$ cat src/core/adcrs_pkg.sv
// Purpose: Constants and types of the converter ready/sync/readout block
// Assumes: 100 MHz core clock
// Notes: Offsets are APB byte addresses
package adcrs_pkg;
    // ********************************
    // Timing
    // ********************************
    localparam int CLK_MHZ = 100;
    localparam int CONV_TIME_NS = 20000;
    localparam int CONV_CYC = (CONV_TIME_NS * CLK_MHZ + 999) / 1000;
    localparam logic [15:0] CONV_LAST = 16'(CONV_CYC - 1);
    localparam int RDYH_NS = 100;
    localparam int RDYH_CYC = (RDYH_NS * CLK_MHZ + 999) / 1000;
    localparam logic [15:0] RDYH_AT = 16'(CONV_CYC - 1 - RDYH_CYC);
    // ********************************
    // Register offsets
    // ********************************
    localparam logic [7:0] ADDR_CTRL = 8'h00;
    localparam logic [7:0] ADDR_IO = 8'h04;
    localparam logic [7:0] ADDR_CHAN = 8'h08;
    localparam logic [7:0] ADDR_STATUS = 8'h0c;
    localparam logic [7:0] ADDR_DATA = 8'h10;
    // ********************************
    // Reset values and write masks
    // ********************************
    localparam logic [31:0] CTRL_RST = 32'h0000_0000;
    localparam logic [31:0] IO_RST = 32'h0000_0000;
    localparam logic [31:0] CHAN_RST = 32'h0000_0001;
    localparam logic [31:0] CTRL_WMASK = 32'h0000_07ff;
    localparam logic [31:0] IO_WMASK = 32'h0000_0ef7;
    localparam logic [31:0] CHAN_WMASK = 32'h0000_01ff;
    // ********************************
    // Field positions
    // ********************************
    localparam int CTRL_MODE_LSB = 0;
    localparam int CTRL_DUTY_BIT = 4;
    localparam int CTRL_CONT_BIT = 5;
    localparam int CTRL_APPEND_BIT = 6;
    localparam int CTRL_CRC_BIT = 7;
    localparam int CTRL_FIFO_BIT = 8;
    localparam int CTRL_CLKSEL_BIT = 9;
    localparam int CTRL_REFHOLD_BIT = 10;
    localparam int IO_PINSEL_LSB = 0;
    localparam int IO_P0EN_BIT = 2;
    localparam int IO_GPO_LSB = 4;
    localparam int IO_GPOEN_LSB = 9;
    localparam int CHAN_EN_LSB = 0;
    localparam int CHAN_REP_LSB = 4;
    // ********************************
    // Codes and counts
    // ********************************
    localparam logic [3:0] MODE_CONT = 4'h0;
    localparam logic [3:0] MODE_SINGLE = 4'h1;
    localparam logic [3:0] MODE_DUTY = 4'h9;
    localparam logic [1:0] PIN_DOUT = 2'h0;
    localparam logic [1:0] PIN_CLK = 2'h1;
    localparam logic [1:0] PIN_P0 = 2'h2;
    localparam logic [7:0] CMD_READ_DATA = 8'h42;
    localparam logic [6:0] SWRST_LAST = 7'h3f;
    localparam logic [7:0] DUTY_MULT_4 = 8'h03;
    localparam logic [7:0] DUTY_MULT_16 = 8'h0f;
    localparam logic [7:0] CRC_POLY = 8'h07;
    localparam logic [5:0] LEN_DATA = 6'h18;
    localparam logic [5:0] LEN_BYTE = 6'h08;
    typedef enum logic [1:0] {SEQ_IDLE, SEQ_CONV, SEQ_STBY} adcrs_seq_t;
endpackage : adcrs_pkg

$ cat src/core/adcrs_top.sv
// Purpose: Conversion sequencing, data-ready, continuous read and sync
// Assumes: One 100 MHz clock; serial pins and sync are asynchronous
// Notes: Conversion results are a channel tag and a sample count
//
// Behaviour
// - Duty mode converts every enabled channel, stands by, restarts lowest.
// - Mode code 1001 selects autonomous duty cycling.
// - Duty ratio 1/4 by default, 1/16 when ratio select is set.
// - Repeat count is ignored in duty mode.
// - Each completed conversion clears ready bit and drives data-ready low.
// - Data-ready returns high once the result is read.
// - Pin select routes data-ready to data-out, clock pin or pin zero.
// - Unread result: data-ready pulses high briefly before next completion.
// - Repeat reads allowed normally; continuous read gives each result once.
// - Interrupt use of a pin overrides its clock or output function.
// - Pin zero as data-ready keeps general outputs enabled in standby.
// - FIFO enabled: ready fixed on data-out, continuous read disabled.
// - Continuous read shifts data without command, ignoring early clocks.
// - Unfinished continuous read is reloaded at next conversion completion.
// - Continuous read accepts only data reads; host writes it last.
// - Command 0x42 while ready low exits; CRC includes assumed 0x42.
// - Sixty-four clocks with data-in high perform full software reset.
// - Channels output in turn, status byte appended when enabled.
// - Sync low holds converter reset and ready high; restart after rise.
// - Sync sampled on falling clock edge; release on following fall.
// - Mode 0001 converts sequence once, stands by, ignores writes meanwhile.
//
// The APB interface to the registers and the address map were chosen for this implementation.
module adcrs_top
    import adcrs_pkg::*;
(
    // Clock and reset
    input wire logic MCLK_IN,
    input wire logic RST_IN,
    // APB slave
    input wire logic PSEL_IN,
    input wire logic PENABLE_IN,
    input wire logic PWRITE_IN,
    input wire logic [7:0] PADDR_IN,
    input wire logic [31:0] PWDATA_IN,
    output logic [31:0] PRDATA_OUT,
    output logic PREADY_OUT,
    output logic PSLVERR_OUT,
    // Serial interface
    input wire logic SCLK_IN,
    input wire logic CS_N_IN,
    input wire logic DIN_IN,
    output logic DOUT_OUT,
    output logic DOUT_OE_OUT,
    // Sync input
    input wire logic SYNC_N_IN,
    // Shared pins
    output logic CLK_PIN_OUT,
    output logic CLK_PIN_OE_OUT,
    output logic [3:0] GENERAL_OUTPUT_OUT,
    output logic [3:0] GENERAL_OUTPUT_OE_OUT,
    // Analog side controls
    output logic MODULATOR_RESET_OUT,
    output logic STANDBY_OUT,
    output logic REFERENCE_ON_OUT
);
    // ********************************
    // Functions
    // ********************************
    // Next enabled channel above cur; bit 2 set when wrapping to lowest
    function automatic logic [2:0] next_ch(input logic [3:0] en, input logic [1:0] cur);
        logic [1:0] lo;
        logic [1:0] hi;
        logic found;
        lo = 2'h0;
        hi = 2'h0;
        found = 1'b0;
        for (int i = 3; i >= 0; i--) begin
            if (en[i]) begin
                lo = 2'(i);
                if (i > int'(cur)) begin
                    hi = 2'(i);
                    found = 1'b1;
                end
            end
        end
        return found ? {1'b0, hi} : {1'b1, lo};
    endfunction : next_ch

    // CRC-8 over the first 32 bits, or all 40 when whole is set
    function automatic logic [7:0] crc8(input logic [39:0] msg, input logic whole);
        logic [7:0] c;
        c = 8'h00;
        for (int i = 39; i >= 0; i--) begin
            if (whole || i >= 8) begin
                c = (c[7] ^ msg[i]) ? ({c[6:0], 1'b0} ^ CRC_POLY) : {c[6:0], 1'b0};
            end
        end
        return c;
    endfunction : crc8

    function automatic logic is_mapped(input logic [7:0] a);
        return a == ADDR_CTRL || a == ADDR_IO || a == ADDR_CHAN ||
            a == ADDR_STATUS || a == ADDR_DATA;
    endfunction : is_mapped

    // ********************************
    // Declarations
    // ********************************
    logic [2:0] sclk_s_r;
    logic [2:0] cs_s_r;
    logic [1:0] din_s_r;
    logic sync_meta_r;
    logic sync_smp_r;
    logic sync_d_r;
    logic soft_rst_r;
    logic [31:0] ctrl_r;
    logic [31:0] io_r;
    logic [31:0] chan_r;
    logic [31:0] prdata_r;
    adcrs_seq_t seq_st_r;
    logic [1:0] ch_r;
    logic [1:0] res_ch_r;
    logic [4:0] rep_r;
    logic [15:0] cnt_r;
    logic [7:0] slots_r;
    logic [7:0] stby_r;
    logic start_pend_r;
    logic [21:0] smp_r;
    logic [23:0] data_r;
    logic rdy_n_r;
    logic [39:0] sh_r;
    logic [5:0] bits_r;
    logic shifting_r;
    logic [7:0] rx_r;
    logic [2:0] rx_cnt_r;
    logic [6:0] swr_cnt_r;
    logic clkout_r;
    logic rst_all;
    logic sclk_rise;
    logic cs_low;
    logic sync_hold;
    logic apb_acc;
    logic apb_wr;
    logic wr_lock;
    logic start;
    logic conv_end;
    logic slot_end;
    logic spi_done;
    logic read_done;
    logic cmd_hit;
    logic cont_clr;
    logic cont_eff;
    logic [3:0] mode;
    logic [3:0] ch_en;
    logic [4:0] rep_lim;
    logic [2:0] nxt;
    logic [2:0] lowest;
    logic [7:0] status_byte;
    logic [39:0] frame;
    logic [5:0] frame_len;
    logic int_clk;
    logic int_p0;
    logic standby;

    // ********************************
    // Input synchronisers
    // ********************************
    // Serial pins, two stages before use
    always_ff @(posedge MCLK_IN) begin
        if (RST_IN) begin
            sclk_s_r <= 3'h7;
            cs_s_r <= 3'h7;
            din_s_r <= 2'h0;
        end else begin
            sclk_s_r <= {sclk_s_r[1:0], SCLK_IN};
            cs_s_r <= {cs_s_r[1:0], CS_N_IN};
            din_s_r <= {din_s_r[0], DIN_IN};
        end
    end

    always_ff @(negedge MCLK_IN) begin
        if (RST_IN) begin
            sync_meta_r <= 1'b1;
            sync_smp_r <= 1'b1;
        end else begin
            sync_meta_r <= SYNC_N_IN;
            sync_smp_r <= sync_meta_r;
        end
    end

    always_ff @(posedge MCLK_IN) begin
        if (RST_IN) begin
            sync_d_r <= 1'b1;
        end else begin
            sync_d_r <= sync_smp_r;
        end
    end

    // Edge and level decode
    assign sclk_rise = sclk_s_r[1] & ~sclk_s_r[2];
    assign cs_low = ~cs_s_r[1];
    assign sync_hold = ~sync_d_r;
    assign rst_all = RST_IN | soft_rst_r;

    // ********************************
    // Register file
    // ********************************
    assign mode = ctrl_r[CTRL_MODE_LSB +: 4];
    assign ch_en = chan_r[CHAN_EN_LSB +: 4];
    assign cont_eff = ctrl_r[CTRL_CONT_BIT] & ~ctrl_r[CTRL_FIFO_BIT];
    assign apb_acc = PSEL_IN & PENABLE_IN;
    assign wr_lock = cont_eff | (mode == MODE_SINGLE && seq_st_r == SEQ_CONV);
    assign apb_wr = apb_acc & PWRITE_IN & ~wr_lock;
    assign PREADY_OUT = 1'b1;
    assign PSLVERR_OUT = apb_acc & (~is_mapped(PADDR_IN) | (PWRITE_IN &
        (wr_lock | PADDR_IN == ADDR_STATUS | PADDR_IN == ADDR_DATA)));
    assign PRDATA_OUT = prdata_r;
    assign status_byte = {rdy_n_r, 3'h0, standby, 1'b0, res_ch_r};

    // Writable registers
    always_ff @(posedge MCLK_IN) begin
        if (rst_all) begin
            ctrl_r <= CTRL_RST;
            io_r <= IO_RST;
            chan_r <= CHAN_RST;
        end else begin
            if (apb_wr && PADDR_IN == ADDR_CTRL) begin
                ctrl_r <= PWDATA_IN & CTRL_WMASK;
            end else if (cont_clr) begin
                ctrl_r[CTRL_CONT_BIT] <= 1'b0;
            end
            if (apb_wr && PADDR_IN == ADDR_IO) begin
                io_r <= PWDATA_IN & IO_WMASK;
            end
            if (apb_wr && PADDR_IN == ADDR_CHAN) begin
                chan_r <= PWDATA_IN & CHAN_WMASK;
            end
        end
    end

    // Read data captured in setup phase
    always_ff @(posedge MCLK_IN) begin
        if (rst_all) begin
            prdata_r <= 32'h0000_0000;
        end else if (PSEL_IN && !PENABLE_IN) begin
            unique case (PADDR_IN)
                ADDR_CTRL: prdata_r <= ctrl_r;
                ADDR_IO: prdata_r <= io_r;
                ADDR_CHAN: prdata_r <= chan_r;
                ADDR_STATUS: prdata_r <= {24'h00_0000, status_byte};
                ADDR_DATA: prdata_r <= {8'h00, data_r};
                default: prdata_r <= 32'h0000_0000;
            endcase
        end
    end

    // ********************************
    // Conversion sequencer
    // ********************************
    assign nxt = next_ch(ch_en, ch_r);
    assign lowest = next_ch(ch_en, 2'h3);
    assign rep_lim = (mode == MODE_DUTY) ? 5'h00 : chan_r[CHAN_REP_LSB +: 5];
    assign conv_end = seq_st_r == SEQ_CONV && cnt_r == CONV_LAST;
    assign slot_end = seq_st_r == SEQ_STBY && cnt_r == CONV_LAST;
    assign start = start_pend_r | (apb_wr && (PADDR_IN == ADDR_CTRL ||
        PADDR_IN == ADDR_CHAN));
    assign standby = seq_st_r != SEQ_CONV;

    // Sequence state, channel and timers
    always_ff @(posedge MCLK_IN) begin
        if (rst_all) begin
            seq_st_r <= SEQ_IDLE;
            ch_r <= 2'h0;
            rep_r <= 5'h00;
            cnt_r <= 16'h0000;
            slots_r <= 8'h00;
            stby_r <= 8'h00;
            start_pend_r <= 1'b1;
        end else if (sync_hold) begin
            // held in reset, restart after rise
            seq_st_r <= SEQ_IDLE;
            cnt_r <= 16'h0000;
            start_pend_r <= 1'b1;
        end else if (start) begin
            start_pend_r <= 1'b0;
            cnt_r <= 16'h0000;
            rep_r <= 5'h00;
            slots_r <= 8'h00;
            ch_r <= lowest[1:0];
            if (ch_en != 4'h0 && (mode == MODE_CONT || mode == MODE_SINGLE ||
                mode == MODE_DUTY)) begin
                seq_st_r <= SEQ_CONV;
            end else begin
                seq_st_r <= SEQ_IDLE;
            end
        end else begin
            unique case (seq_st_r)
                SEQ_IDLE: begin
                    cnt_r <= 16'h0000;
                end
                SEQ_CONV: begin
                    if (!conv_end) begin
                        cnt_r <= cnt_r + 16'h0001;
                    end else begin
                        cnt_r <= 16'h0000;
                        slots_r <= slots_r + 8'h01;
                        if (rep_r < rep_lim) begin
                            rep_r <= rep_r + 5'h01;
                        end else begin
                            rep_r <= 5'h00;
                            ch_r <= nxt[1:0];
                            if (nxt[2]) begin
                                slots_r <= 8'h00;
                                if (mode == MODE_SINGLE) begin
                                    seq_st_r <= SEQ_IDLE;
                                end else if (mode == MODE_DUTY) begin
                                    seq_st_r <= SEQ_STBY;
                                    stby_r <= 8'((slots_r + 8'h01) *
                                        (ctrl_r[CTRL_DUTY_BIT] ? DUTY_MULT_16 : DUTY_MULT_4));
                                end
                            end
                        end
                    end
                end
                SEQ_STBY: begin
                    if (!slot_end) begin
                        cnt_r <= cnt_r + 16'h0001;
                    end else begin
                        cnt_r <= 16'h0000;
                        if (stby_r <= 8'h01) begin
                            seq_st_r <= SEQ_CONV;
                            ch_r <= lowest[1:0];
                        end else begin
                            stby_r <= stby_r - 8'h01;
                        end
                    end
                end
            endcase
        end
    end

    // Result register and sample count
    always_ff @(posedge MCLK_IN) begin
        if (rst_all) begin
            smp_r <= 22'h00_0000;
            data_r <= 24'h00_0000;
            res_ch_r <= 2'h0;
        end else if (conv_end) begin
            smp_r <= smp_r + 22'h00_0001;
            data_r <= {ch_r, smp_r};
            res_ch_r <= ch_r;
        end
    end

    // ********************************
    // Data-ready
    // ********************************
    assign read_done = spi_done | (apb_acc && !PWRITE_IN && PADDR_IN == ADDR_DATA);

    always_ff @(posedge MCLK_IN) begin
        if (rst_all) begin
            rdy_n_r <= 1'b1;
        end else if (sync_hold) begin
            rdy_n_r <= 1'b1;
        end else if (conv_end) begin
            rdy_n_r <= 1'b0;
        end else if (seq_st_r == SEQ_CONV && cnt_r == RDYH_AT) begin
            rdy_n_r <= 1'b1;
        end else if (read_done) begin
            rdy_n_r <= 1'b1;
        end
    end

    // ********************************
    // Serial readout
    // ********************************
    // frame with status and CRC
    always_comb begin
        frame = {data_r, 16'h0000};
        frame_len = LEN_DATA;
        if (ctrl_r[CTRL_APPEND_BIT]) begin
            frame[15:8] = status_byte;
            frame_len = LEN_DATA + LEN_BYTE;
            if (ctrl_r[CTRL_CRC_BIT]) begin
                frame[7:0] = crc8({CMD_READ_DATA, data_r, status_byte}, 1'b1);
                frame_len = LEN_DATA + LEN_BYTE + LEN_BYTE;
            end
        end else if (ctrl_r[CTRL_CRC_BIT]) begin
            frame[15:8] = crc8({CMD_READ_DATA, data_r, 8'h00}, 1'b0);
            frame_len = LEN_DATA + LEN_BYTE;
        end
    end

    assign cmd_hit = sclk_rise && cs_low && rx_cnt_r == 3'h7 &&
        {rx_r[6:0], din_s_r[1]} == CMD_READ_DATA && (!cont_eff || !rdy_n_r);
    assign cont_clr = cmd_hit & cont_eff;
    assign spi_done = shifting_r && sclk_rise && cs_low && bits_r == 6'h01;

    // Output shift register
    always_ff @(posedge MCLK_IN) begin
        if (rst_all) begin
            sh_r <= 40'h00_0000_0000;
            bits_r <= 6'h00;
            shifting_r <= 1'b0;
        end else if ((cont_eff && conv_end) || cmd_hit) begin
            // load without command, reload on update
            sh_r <= frame;
            bits_r <= frame_len;
            shifting_r <= 1'b1;
        end else if (shifting_r && !cs_low && !cont_eff) begin
            shifting_r <= 1'b0;
        end else if (shifting_r && sclk_rise && cs_low) begin
            // done clears, one read per load
            sh_r <= {sh_r[38:0], 1'b0};
            bits_r <= bits_r - 6'h01;
            shifting_r <= bits_r != 6'h01;
        end
    end

    // Command receiver
    always_ff @(posedge MCLK_IN) begin
        if (rst_all || !cs_low || (cont_eff && conv_end)) begin
            rx_r <= 8'h00;
            rx_cnt_r <= 3'h0;
        end else if (sclk_rise && (!shifting_r || cont_eff)) begin
            rx_r <= {rx_r[6:0], din_s_r[1]};
            rx_cnt_r <= rx_cnt_r + 3'h1;
        end
    end

    always_ff @(posedge MCLK_IN) begin
        if (rst_all || !cs_low) begin
            swr_cnt_r <= 7'h00;
        end else if (sclk_rise) begin
            swr_cnt_r <= din_s_r[1] ? swr_cnt_r + 7'h01 : 7'h00;
        end
    end

    always_ff @(posedge MCLK_IN) begin
        if (RST_IN) begin
            soft_rst_r <= 1'b0;
        end else begin
            soft_rst_r <= sclk_rise && cs_low && din_s_r[1] && swr_cnt_r == SWRST_LAST;
        end
    end

    // ********************************
    // Pin routing
    // ********************************
    // interrupt pin decode
    assign int_clk = !ctrl_r[CTRL_FIFO_BIT] && io_r[IO_PINSEL_LSB +: 2] == PIN_CLK;
    assign int_p0 = !ctrl_r[CTRL_FIFO_BIT] && io_r[IO_PINSEL_LSB +: 2] == PIN_P0;

    // Registered pin drivers
    always_ff @(posedge MCLK_IN) begin
        if (rst_all) begin
            DOUT_OUT <= 1'b1;
            DOUT_OE_OUT <= 1'b0;
            CLK_PIN_OUT <= 1'b0;
            CLK_PIN_OE_OUT <= 1'b0;
            GENERAL_OUTPUT_OUT <= 4'h0;
            GENERAL_OUTPUT_OE_OUT <= 4'h0;
            clkout_r <= 1'b0;
        end else begin
            clkout_r <= ~clkout_r;
            DOUT_OE_OUT <= cs_low;
            if (shifting_r) begin
                DOUT_OUT <= sh_r[39];
            end else begin
                DOUT_OUT <= (int_clk || int_p0) ? 1'b1 : rdy_n_r;
            end
            CLK_PIN_OE_OUT <= int_clk | ctrl_r[CTRL_CLKSEL_BIT];
            CLK_PIN_OUT <= int_clk ? rdy_n_r : clkout_r;
            GENERAL_OUTPUT_OUT <= {io_r[IO_GPO_LSB + 1 +: 3],
                int_p0 ? rdy_n_r : io_r[IO_GPO_LSB]};
            GENERAL_OUTPUT_OE_OUT <= {io_r[IO_GPOEN_LSB +: 3] & {3{!standby || int_p0}},
                int_p0 || (io_r[IO_P0EN_BIT] && !standby)};
        end
    end

    // Analog side controls
    always_ff @(posedge MCLK_IN) begin
        if (rst_all) begin
            MODULATOR_RESET_OUT <= 1'b1;
            STANDBY_OUT <= 1'b1;
            REFERENCE_ON_OUT <= 1'b0;
        end else begin
            MODULATOR_RESET_OUT <= sync_hold | standby;
            STANDBY_OUT <= standby;
            REFERENCE_ON_OUT <= !standby || ctrl_r[CTRL_REFHOLD_BIT];
        end
    end
endmodule : adcrs_top

$ cat config.mk
export PLATFORM = sky130hd
export DESIGN_NAME = adcrs_top
export DESIGN_NICKNAME = d
export VERILOG_FILES = /design/src/core/adcrs_pkg.sv /design/src/core/adcrs_top.sv
export SDC_FILE = /design/constraint.sdc
export NUM_CORES = 1
export LEC_CHECK = 0
export ABC_AREA = 1
export ABC_CLOCK_PERIOD_IN_PS = 3700
export BUFFER_PORTS_ARGS = -buffer_cell sky130_fd_sc_hd__buf_2
export CAP_MARGIN = 20
export CORE_UTILIZATION = 44
export CTS_BUF_LIST = sky130_fd_sc_hd__clkbuf_8
export DETAILED_ROUTE_END_ITERATION = 8
export SKIP_CTS_REPAIR_TIMING = 1
export SLEW_MARGIN = 20
export SYNTH_ARGS = -nofsm -noshare
export SYNTH_HDL_FRONTEND = slang
export SYNTH_SLANG_ARGS = --single-unit
$ cat constraint.sdc
create_clock -name MCLK_IN -period 3.7 [get_ports MCLK_IN]
set_clock_uncertainty 0.05 [all_clocks]
set_input_delay 0 -clock MCLK_IN [delete_from_list [all_inputs] [get_ports MCLK_IN]]
set_output_delay 0 -clock MCLK_IN [all_outputs]
set_load 0.005 [all_outputs]
==> results of run 1 <==
area by class of cell:
class / instances / share of cell area, %
Timing Repair Buffer: 121 / 5.611
Multi-Input combinational cell: 1235 / 45.96
Clock inverter: 23 / 0.9323
Tap cell: 372 / 3.272
Clock buffer: 57 / 5.515
Inverter: 215 / 5.761
Sequential cell: 234 / 32.95
through the flow:
| stage | instance area [um^2] | setup TNS (ns) | setup WS [ns] | std cells |
|---|---|---|---|---|
| 2_1_floorplan | 12290 | 0 | 0.07210 | 1750 |
| 3_3_place_gp | 13030 | 0 | 0.08996 | 2153 |
| 3_5_place_dp | 13030 | 0 | 0.005439 | 2153 |
| 4_1_cts | 13940 | -0.0004650 | -0.0004650 | 2232 |
| 5_1_grt | 14230 | -0.01379 | -0.01379 | 2257 |
| 6_report | 14230 | 0 | 0.1897 | 2257 |
layer usage:
layer	global-route usage, %	part of all wire (%)
met1	32.56	48
met2	37.64	44
met3	3.180	5.3
met4	8.421	2.7
met5	0	0
final timing paths:
path                   start              to  slack [ns]
setup / recovery  slots_r[0]       stby_r[7]        0.19
hold / removal       PSEL_IN  PRDATA_OUT[11]       -0.04
setup reg to reg  slots_r[0]       stby_r[7]        0.19
hold reg to reg   din_s_r[0]      din_s_r[1]        0.35
cells by family (layout without fill, tap and decap cells):
kind of cell,Yosys count,after routing,synth area share [%]
buffers and inverters,281,416,9.067
xor gates and xnor gates,37,37,2.978
adders and majority gates,37,37,4.324
DFF,234,234,38.18
other,2,9,0.06122
and+or+nand+nor,796,796,29.12
AOI/OAI and AO/OA,356,356,16.27
registers in the layout, indices dropped and copies added, names as in the netlist, 7 cells and up:
register,cells
stby_r,8
rx_r,7
PRDATA_OUT,24
sh_r,40
slots_r,8
swr_cnt_r,7
chan_r,9
io_r,10
data_r,22
smp_r,22
ctrl_r,11
cnt_r,16
layout by cell type (no fill, tap or decap), drive strengths merged, types with 28 or more instances in the layout:
cell type  count
nand2        452
dfxtp        234
inv          228
a21oi        147
nand3        130
o21ai        121
nor2         116
buf           97
clkbuf        57
nor3          48
a31oi         28
ha            28
where the power goes:
group          switching [W]  internal, W
combinational       0.000175    0.0000888
sequential         0.0000119      0.00254
clock                0.00113      0.00145
worst register-to-register path, cell delays in order, from the launching register on:
cell,delay (ns)
dfxtp_2,0.34
inv_1,0.06
ha_1,0.29
nor2_1,0.13
inv_1,0.08
fa_1,0.47
fa_1,0.52
inv_1,0.05
ha_1,0.30
a21oi_2,0.15
o21ai_2,0.08
a21o_1,0.16
a21oi_2,0.13
xnor2_1,0.14
xor2_1,0.20
a21oi_1,0.08
o21ai_1,0.09
a31oi_1,0.08
==> flow_summary.toml, run 1 <==
[run_status]
status = "complete, but fails checks"
violations = "hold timing"

[clocking]
path_clk_slew_ns = 0.06
htree_num_levels = 2
cts_tree = "done"
clock_sinks = 234
clockBufferDepth = 3
cts_buffers = 44
insertion_delay_ns = 0.57
cts_root_buf = "clkbuf_8"

[timing]
finalSetupViolCount = 0
fmax_mhz = 284.9
finalCritPeriodShare_pct = 94.87
holdWs_ns = -0.04485
slew_violations = 0
min_period_ns = 3.510
tightest_slew_ns = 0.9456
hold_viol = 18
max-slew-margin-rel_pct = 36.38

[synth]
synth_seq_area_share_pct = 38.18
synth_cells = 1743
synth_area_leaders = "dfxtp_1, nand2_1, a21oi_1"
yosysMostFrequentCell = "nand2_1"
synthesis.area_um2 = 12270
yosysTopAreaCell = "dfxtp_1"
synthTopCellsByCount = "nand2_1, dfxtp_1, inv_1"
avgSynthCellArea_um2 = 7.038
async_flop_share_pct = 0
synth_edf_count = 0
synth_top_area_share_pct = 38.18
yosysWarnings = 0
synth_ff_type = "dfxtp_1"
yosysUniqueCellTypes = 62
synth_seq_cells = 234

[route]
wl_um = 33510
drt-initial-drc-count = 755
first_pass_iters = 6
viasPerCell = 5.178
route.detailed.drc = 0
drtAntennaViolNets = 0
via_count = 11690
wl_per_cell_um = 14.85

[finish]
diodes = 0
regArea_um2 = 4687
multi_input_area_um2 = 6539
drive_gt1_share_pct = 13.63
area_growth_pct = 15.96
nFillCells = 2741
final_core_util_pct = 52.35
finalNetCount = 1939

[worst_setup_path]
worst_ep_arrival_time_ns = 3.89
crit_fanout = 4
crit_family = "adder cells"
end_kind = "flop"
setup.worst_path.start_class = "flop"
cp_common_cell = "inv_1"
path_cells = "inv_1 > ha_1 > nor2_1 > inv_1 > fa_1 > fa_1 > inv_1 > ha_1 > a21oi_2 > o21ai_2 > a21o_1 > a21oi_2 > xnor2_1 > xor2_1 > a21oi_1 > o21ai_1 > a31oi_1"
slowest_stage = "fa_1"
critPathRequiredTime_ns = 4.07
crit_type = "flop to flop"
cpPeakStageDelay_ns = 0.52
reg2reg_depth = 17
cp_num_buf_inv = 3
cp.depth = 17

[global_route]
grt_max_degree = 84
grt_pass1_wl_um = 54460
grt_pass1_vias = 10780
grt.overflow.total = 0
antenna_found_initial = 0
grtUsageTotal_pct = 23.59

[placed_design]
place_hpwl_um = 23900
port_buffers = 68
place_congestion = 0.9072

[die]
die_w_um = 169.0
die-area_um2 = 28550
rows = 60
core_area_um2 = 27180
io_pins = 98
start_util_pct = 45.14
die_h_um = 169.0

[power_and_ir_drop]
totalPowerFinal_w = 0.005403
ir_worst_vdd_uv = 431.7
leakage_nw = 5.801
powerDensity_nw_per_um2 = 379.8

[worst_hold_path]
hold_class = "input pin to flop"
holdPathStages = 6

[run]
drv_cap = 0
(Power assumes the default switching activity.)
==> inputs of run 2 (changes only) <==
--- a/config.mk
+++ b/config.mk
@@ -9,6 +9,7 @@
 export ABC_CLOCK_PERIOD_IN_PS = 3700
 export BUFFER_PORTS_ARGS = -buffer_cell sky130_fd_sc_hd__buf_2
 export CAP_MARGIN = 20
+export CORE_ASPECT_RATIO = 1.1
 export CORE_UTILIZATION = 44
 export CTS_BUF_LIST = sky130_fd_sc_hd__clkbuf_8
 export DETAILED_ROUTE_END_ITERATION = 8
==> run 2 against run 1 <==
Against the previous run: the run still ends with hold timing left; power down 5.4%; setup slack better by 0.054 ns; design area decreased by 0.88%; clock-buffer cell count shrank 7; sequential power about the same; flip-flop and latch count unchanged.
==> flow_summary.toml, run 2 (synthesis gave the netlist of run 1 again) <==
[worst_setup_path]
crit_family = "adder cells"
cp-startpoint = "slots_r[1]"
setup.worst_path.start_class = "flop"
slowest_stage = "fa_1"
cp_num_buf_inv = 2
cpPeakStageDelay_ns = 0.51
crit_fanout = 4
crit_type = "flop to flop"
critPathRequiredTime_ns = 4.07
worst_ep_arrival_time_ns = 3.83
reg2reg_from = "slots_r[1]"
path_cells = "ha_2 > xor2_2 > inv_2 > fa_1 > fa_1 > inv_1 > ha_1 > a21oi_2 > o21ai_2 > a21o_1 > a21oi_2 > xnor2_1 > xor2_1 > a21oi_1 > o21ai_1 > a31oi_1"
end_kind = "flop"

[clocking]
clock_sinks = 234
insertion_delay_ns = 0.55
htree_num_levels = 2
cts_root_buf = "clkbuf_8"
path_clk_slew_ns = 0.06
cts_buffers = 42
clockBufferDepth = 3
cts_tree = "done"

[placed_design]
port_buffers = 68
place_hpwl_um = 24080
place_congestion = 0.8988
postPlaceCellArea_um2 = 13000

[power_and_ir_drop]
leakage_nw = 5.682
ir_worst_vdd_uv = 324.8
powerDensity_nw_per_um2 = 362.6

[die]
core_area_um2 = 27190
rows = 63
die-area_um2 = 28550
io_pins = 98
start_util_pct = 45.11
die_h_um = 177.1
die_w_um = 161.2

[finish]
largest_reg_flops = 40
regArea_um2 = 4693
drive_gt1_share_pct = 13.85
nFillCells = 2717
finalNetCount = 1933
final_common_cell = "nand2_1"
final_area_um2 = 14100
mostFrequentLayoutCells = "nand2_1, dfxtp_1, inv_1"
multi_input_area_um2 = 6584
top_register = "sh_r"
diodes = 0
area_growth_pct = 14.94

[timing]
hold_viol = 1
finalSetupViolCount = 0
tightest_slew_ns = 1.070
min_period_ns = 3.456
fin_setup_tns_ns = 0
finalCritPeriodShare_pct = 93.40
holdWs_ns = -0.01085
max-slew-margin-rel_pct = 28.04
fmax_mhz = 289.4
slew_violations = 0

[global_route]
grt.overflow.total = 0
antenna_found_initial = 0
grt_pass1_wl_um = 54630
grt_max_degree = 80
grt_pass1_vias = 10720
grtUsageTotal_pct = 23.69

[route]
drt-initial-drc-count = 818
wl_um = 33620
viasPerCell = 5.180
first_pass_iters = 7
via_count = 11570
route.detailed.drc = 0
wl_per_cell_um = 15.05
drtAntennaViolNets = 0

[worst_hold_path]
min_from = "PADDR_IN[2]"
hold_class = "input pin to flop"

[run_status]
status = "complete, but fails checks"
violations = "hold timing"

[run]
drv_cap = 0
==> run 2: layout make-up <==
cell class                 instances  area share [%]
multi-input combinational       1235           46.69
sequential                       234           33.28
inverter                         215           5.812
timing repair buffer             117           5.395
clock buffer                      50           4.880
tap                              357           3.168
clock inverter                    26          0.7720
==> run 2: stage by stage <==
stage	worst slack [ns]	hold slack (ns)	cells	power [W]	utilization, %
global placement	0.08475	0.1371	2137	0.002853	47.81
finish	0.2442	-0.01085	2234	0.005113	51.85
detailed placement	0.01690	0.1372	2137	0.002855	47.81
CTS	0.01001	-0.4287	2212	0.005167	50.73
global route	-0.01457	0.0008256	2234	0.005333	51.85
floorplan	0.07210	0.05381	1750	0.002777	-
==> run 2: power by group <==
| group | switching, W | total (W) | internal, W | leakage (nW) |
|---|---|---|---|---|
| combinational | 0.000171 | 0.000259 | 0.0000874 | 3.34 |
| clock | 0.00108 | 0.00230 | 0.00122 | 0.450 |
| sequential | 0.0000123 | 0.00255 | 0.00254 | 1.89 |
==> run 2: worst min-delay path: stages <==
cell and delay, ns:
buf_2 0.14, nor4_4 0.09, nand2_1 0.06, o2111ai_1 0.10, nand2_1 0.07, a21oi_1 0.05
==> run 2: routing by layer <==
metal	up-vias	share of wire, %	wire, um	GRT usage, %
li1	5945	-	-	-
met1	5318	46	15600	31.19
met2	262	45	15280	39.13
met3	48	5.6	1880	4.311
met4	0	2.6	864	7.508
met5	-	0	0	0
==> run 2: path summary, 6_finish.rpt <==
| kind | depth (start not counted) | endpoint | slack (ns) |
|---|---|---|---|
| hold / removal | 6 | PRDATA_OUT[5] | -0.01 |
| hold reg to reg | 1 | sync_smp_r | 0.35 |
| setup / recovery | 16 | stby_r[7] | 0.24 |
| setup reg to reg | 16 | stby_r[7] | 0.24 |
==> inputs of run 3 (changes only) <==
--- a/config.mk
+++ b/config.mk
@@ -7,12 +7,13 @@
 export LEC_CHECK = 0
 export ABC_AREA = 1
 export ABC_CLOCK_PERIOD_IN_PS = 3700
-export BUFFER_PORTS_ARGS = -buffer_cell sky130_fd_sc_hd__buf_2
 export CAP_MARGIN = 20
 export CORE_ASPECT_RATIO = 1.1
 export CORE_UTILIZATION = 44
 export CTS_BUF_LIST = sky130_fd_sc_hd__clkbuf_8
 export DETAILED_ROUTE_END_ITERATION = 8
+export DONT_BUFFER_PORTS = 1
+export PLACE_DENSITY_LB_ADDON = 0.25
 export SKIP_CTS_REPAIR_TIMING = 1
 export SLEW_MARGIN = 20
 export SYNTH_ARGS = -nofsm -noshare
==> run 3 against run 2 <==
Against the previous run: combinational power shrank 7.7%; utilization shrank 0.60 points; design area shrank 1.2%; largest power group is now the clock network; critical path depth is the same; the flow still finishes with violations (hold timing); sequential share of layout area grew 0.38 points; fmax shrank 1.7%.
==> flow_summary.toml, run 3 (synthesis gave the netlist of run 1 again) <==
[run_status]
status = "complete, but fails checks"
violations = "hold timing"

[timing]
min_period_ns = 3.516
fmax_mhz = 284.4
slew_violations = 0
max-slew-margin-rel_pct = 35.86
hold_viol = 4
finalSetupViolCount = 0
tightest_slew_ns = 0.9533
holdWs_ns = -0.05807
finalCritPeriodShare_pct = 95.03

[power_and_ir_drop]
leakage_nw = 5.457
ir_worst_vdd_uv = 322.9
totalPowerFinal_w = 0.005533
powerDensity_nw_per_um2 = 397.0

[finish]
area_growth_pct = 13.62
mostFrequentLayoutCells = "nand2_1, dfxtp_1, inv_1"
regArea_um2 = 4692
top_register = "sh_r"
largest_reg_flops = 40
finalNetCount = 1870
nFillCells = 2681
final_common_cell = "nand2_1"
diodes = 0
drive_gt1_share_pct = 10.70
multi_input_area_um2 = 6571

[placed_design]
port_buffers = 0
place_hpwl_um = 23800
place_congestion = 0.8986

[worst_setup_path]
cp_num_buf_inv = 2
worst_ep_arrival_time_ns = 3.92
cp.depth = 16
crit_end = "stby_r[7]"
slowest_stage = "fa_1"
cp-startpoint = "slots_r[0]"
critPathRequiredTime_ns = 4.10
reg2reg_from = "slots_r[0]"
regToRegSetupSlack_ns = 0.18
crit_family = "adder cells"
reg2reg_depth = 16
cpPeakStageDelay_ns = 0.52
end_kind = "flop"
reg2reg_to = "stby_r[7]"
setup.worst_path.start_class = "flop"
crit_type = "flop to flop"
crit_fanout = 5
path_cells = "ha_2 > xor2_1 > inv_2 > fa_1 > fa_1 > inv_1 > ha_1 > a21oi_2 > o21ai_2 > a21o_1 > a21oi_2 > xnor2_1 > xor2_1 > a21oi_1 > o21ai_1 > a31oi_1"

[clocking]
cts_tree = "done"
insertion_delay_ns = 0.57
cts_buffers = 43
clock_sinks = 234
clockBufferDepth = 3
cts_root_buf = "clkbuf_8"
htree_num_levels = 2
path_clk_slew_ns = 0.06

[die]
start_util_pct = 45.11
die_h_um = 177.1
core_area_um2 = 27190
die-area_um2 = 28550
io_pins = 98
die_w_um = 161.2
rows = 63

[run]
drv_cap = 0

[global_route]
antenna_found_initial = 0
grt.overflow.total = 0
grtUsageTotal_pct = 23.04
grt_pass1_vias = 10800
grt_max_degree = 79
grt_pass1_wl_um = 53050

[route]
route.detailed.drc = 0
viasPerCell = 5.343
wl_per_cell_um = 15.16
drtAntennaViolNets = 0
drt-initial-drc-count = 968
wl_um = 32900
via_count = 11590
first_pass_iters = 5

[worst_hold_path]
hold_class = "input pin to flop"
-- run 3: final cells by class --
class	instances	share of cell area, %
multi-input combinational	1235	47.15
sequential	234	33.66
inverter	215	5.880
clock buffer	46	4.542
timing repair buffer	53	3.303
tap	357	3.205
clock inverter	30	2.262
-- run 3: layer usage --
| layer | vias to the layer above | wire [um] | track usage, % |
|---|---|---|---|
| met5 | - | 0 | 0 |
| met4 | 0 | 1065 | 9.041 |
| met3 | 83 | 1701 | 4.007 |
| met2 | 308 | 15550 | 38.99 |
| met1 | 5377 | 14580 | 29.04 |
| li1 | 5826 | - | - |
-- run 3: power by group --
group / switching [W] / internal, W / total [W]
Clock: 0.00115 / 0.00159 / 0.00274
Sequential: 0.0000142 / 0.00254 / 0.00255
Combinational: 0.000162 / 0.0000774 / 0.000239
-- run 3: worst min-delay path by stage --
| stage | startpoint | end | slack [ns] | cells after the start |
|---|---|---|---|---|
| after floorplan | CS_N_IN | cs_s_r[0] | 0.05 | 1 |
| after global placement | RST_IN | din_s_r[0] | 0.02 | 1 |
| after detailed placement | RST_IN | din_s_r[0] | 0.02 | 1 |
| after CTS | RST_IN | din_s_r[0] | -0.57 | 1 |
| after global routing | PADDR_IN[3] | PRDATA_OUT[5] | 0.005 | 6 |
| final | PADDR_IN[3] | PRDATA_OUT[5] | -0.06 | 6 |
-- run 3: through the flow --
step	setup slack [ns]	instance area (um^2)	utilization, %	TNS [ns]	cells
floorplan	0.07210	12290	-	0	1750
global placement	0.07301	12660	46.56	0	2069
CTS	-0.01098	13610	50.03	-0.01098	2144
global route	-0.02582	13940	51.25	-0.02582	2170
finish	0.1840	13940	51.25	0	2170
detailed placement	-0.01066	12660	46.56	-0.01066	2069
-- run 3: worst reg2reg max path: cells and delay by family (launching register included) --
family / cells / cell delay, ns
adder cells (fa/ha/maj): 4 / 1.45
flip-flops: 1 / 0.37
AO/OA/AOI/OAI: 7 / 0.82
XOR/XNOR: 3 / 0.58
buffers and inverters: 2 / 0.15
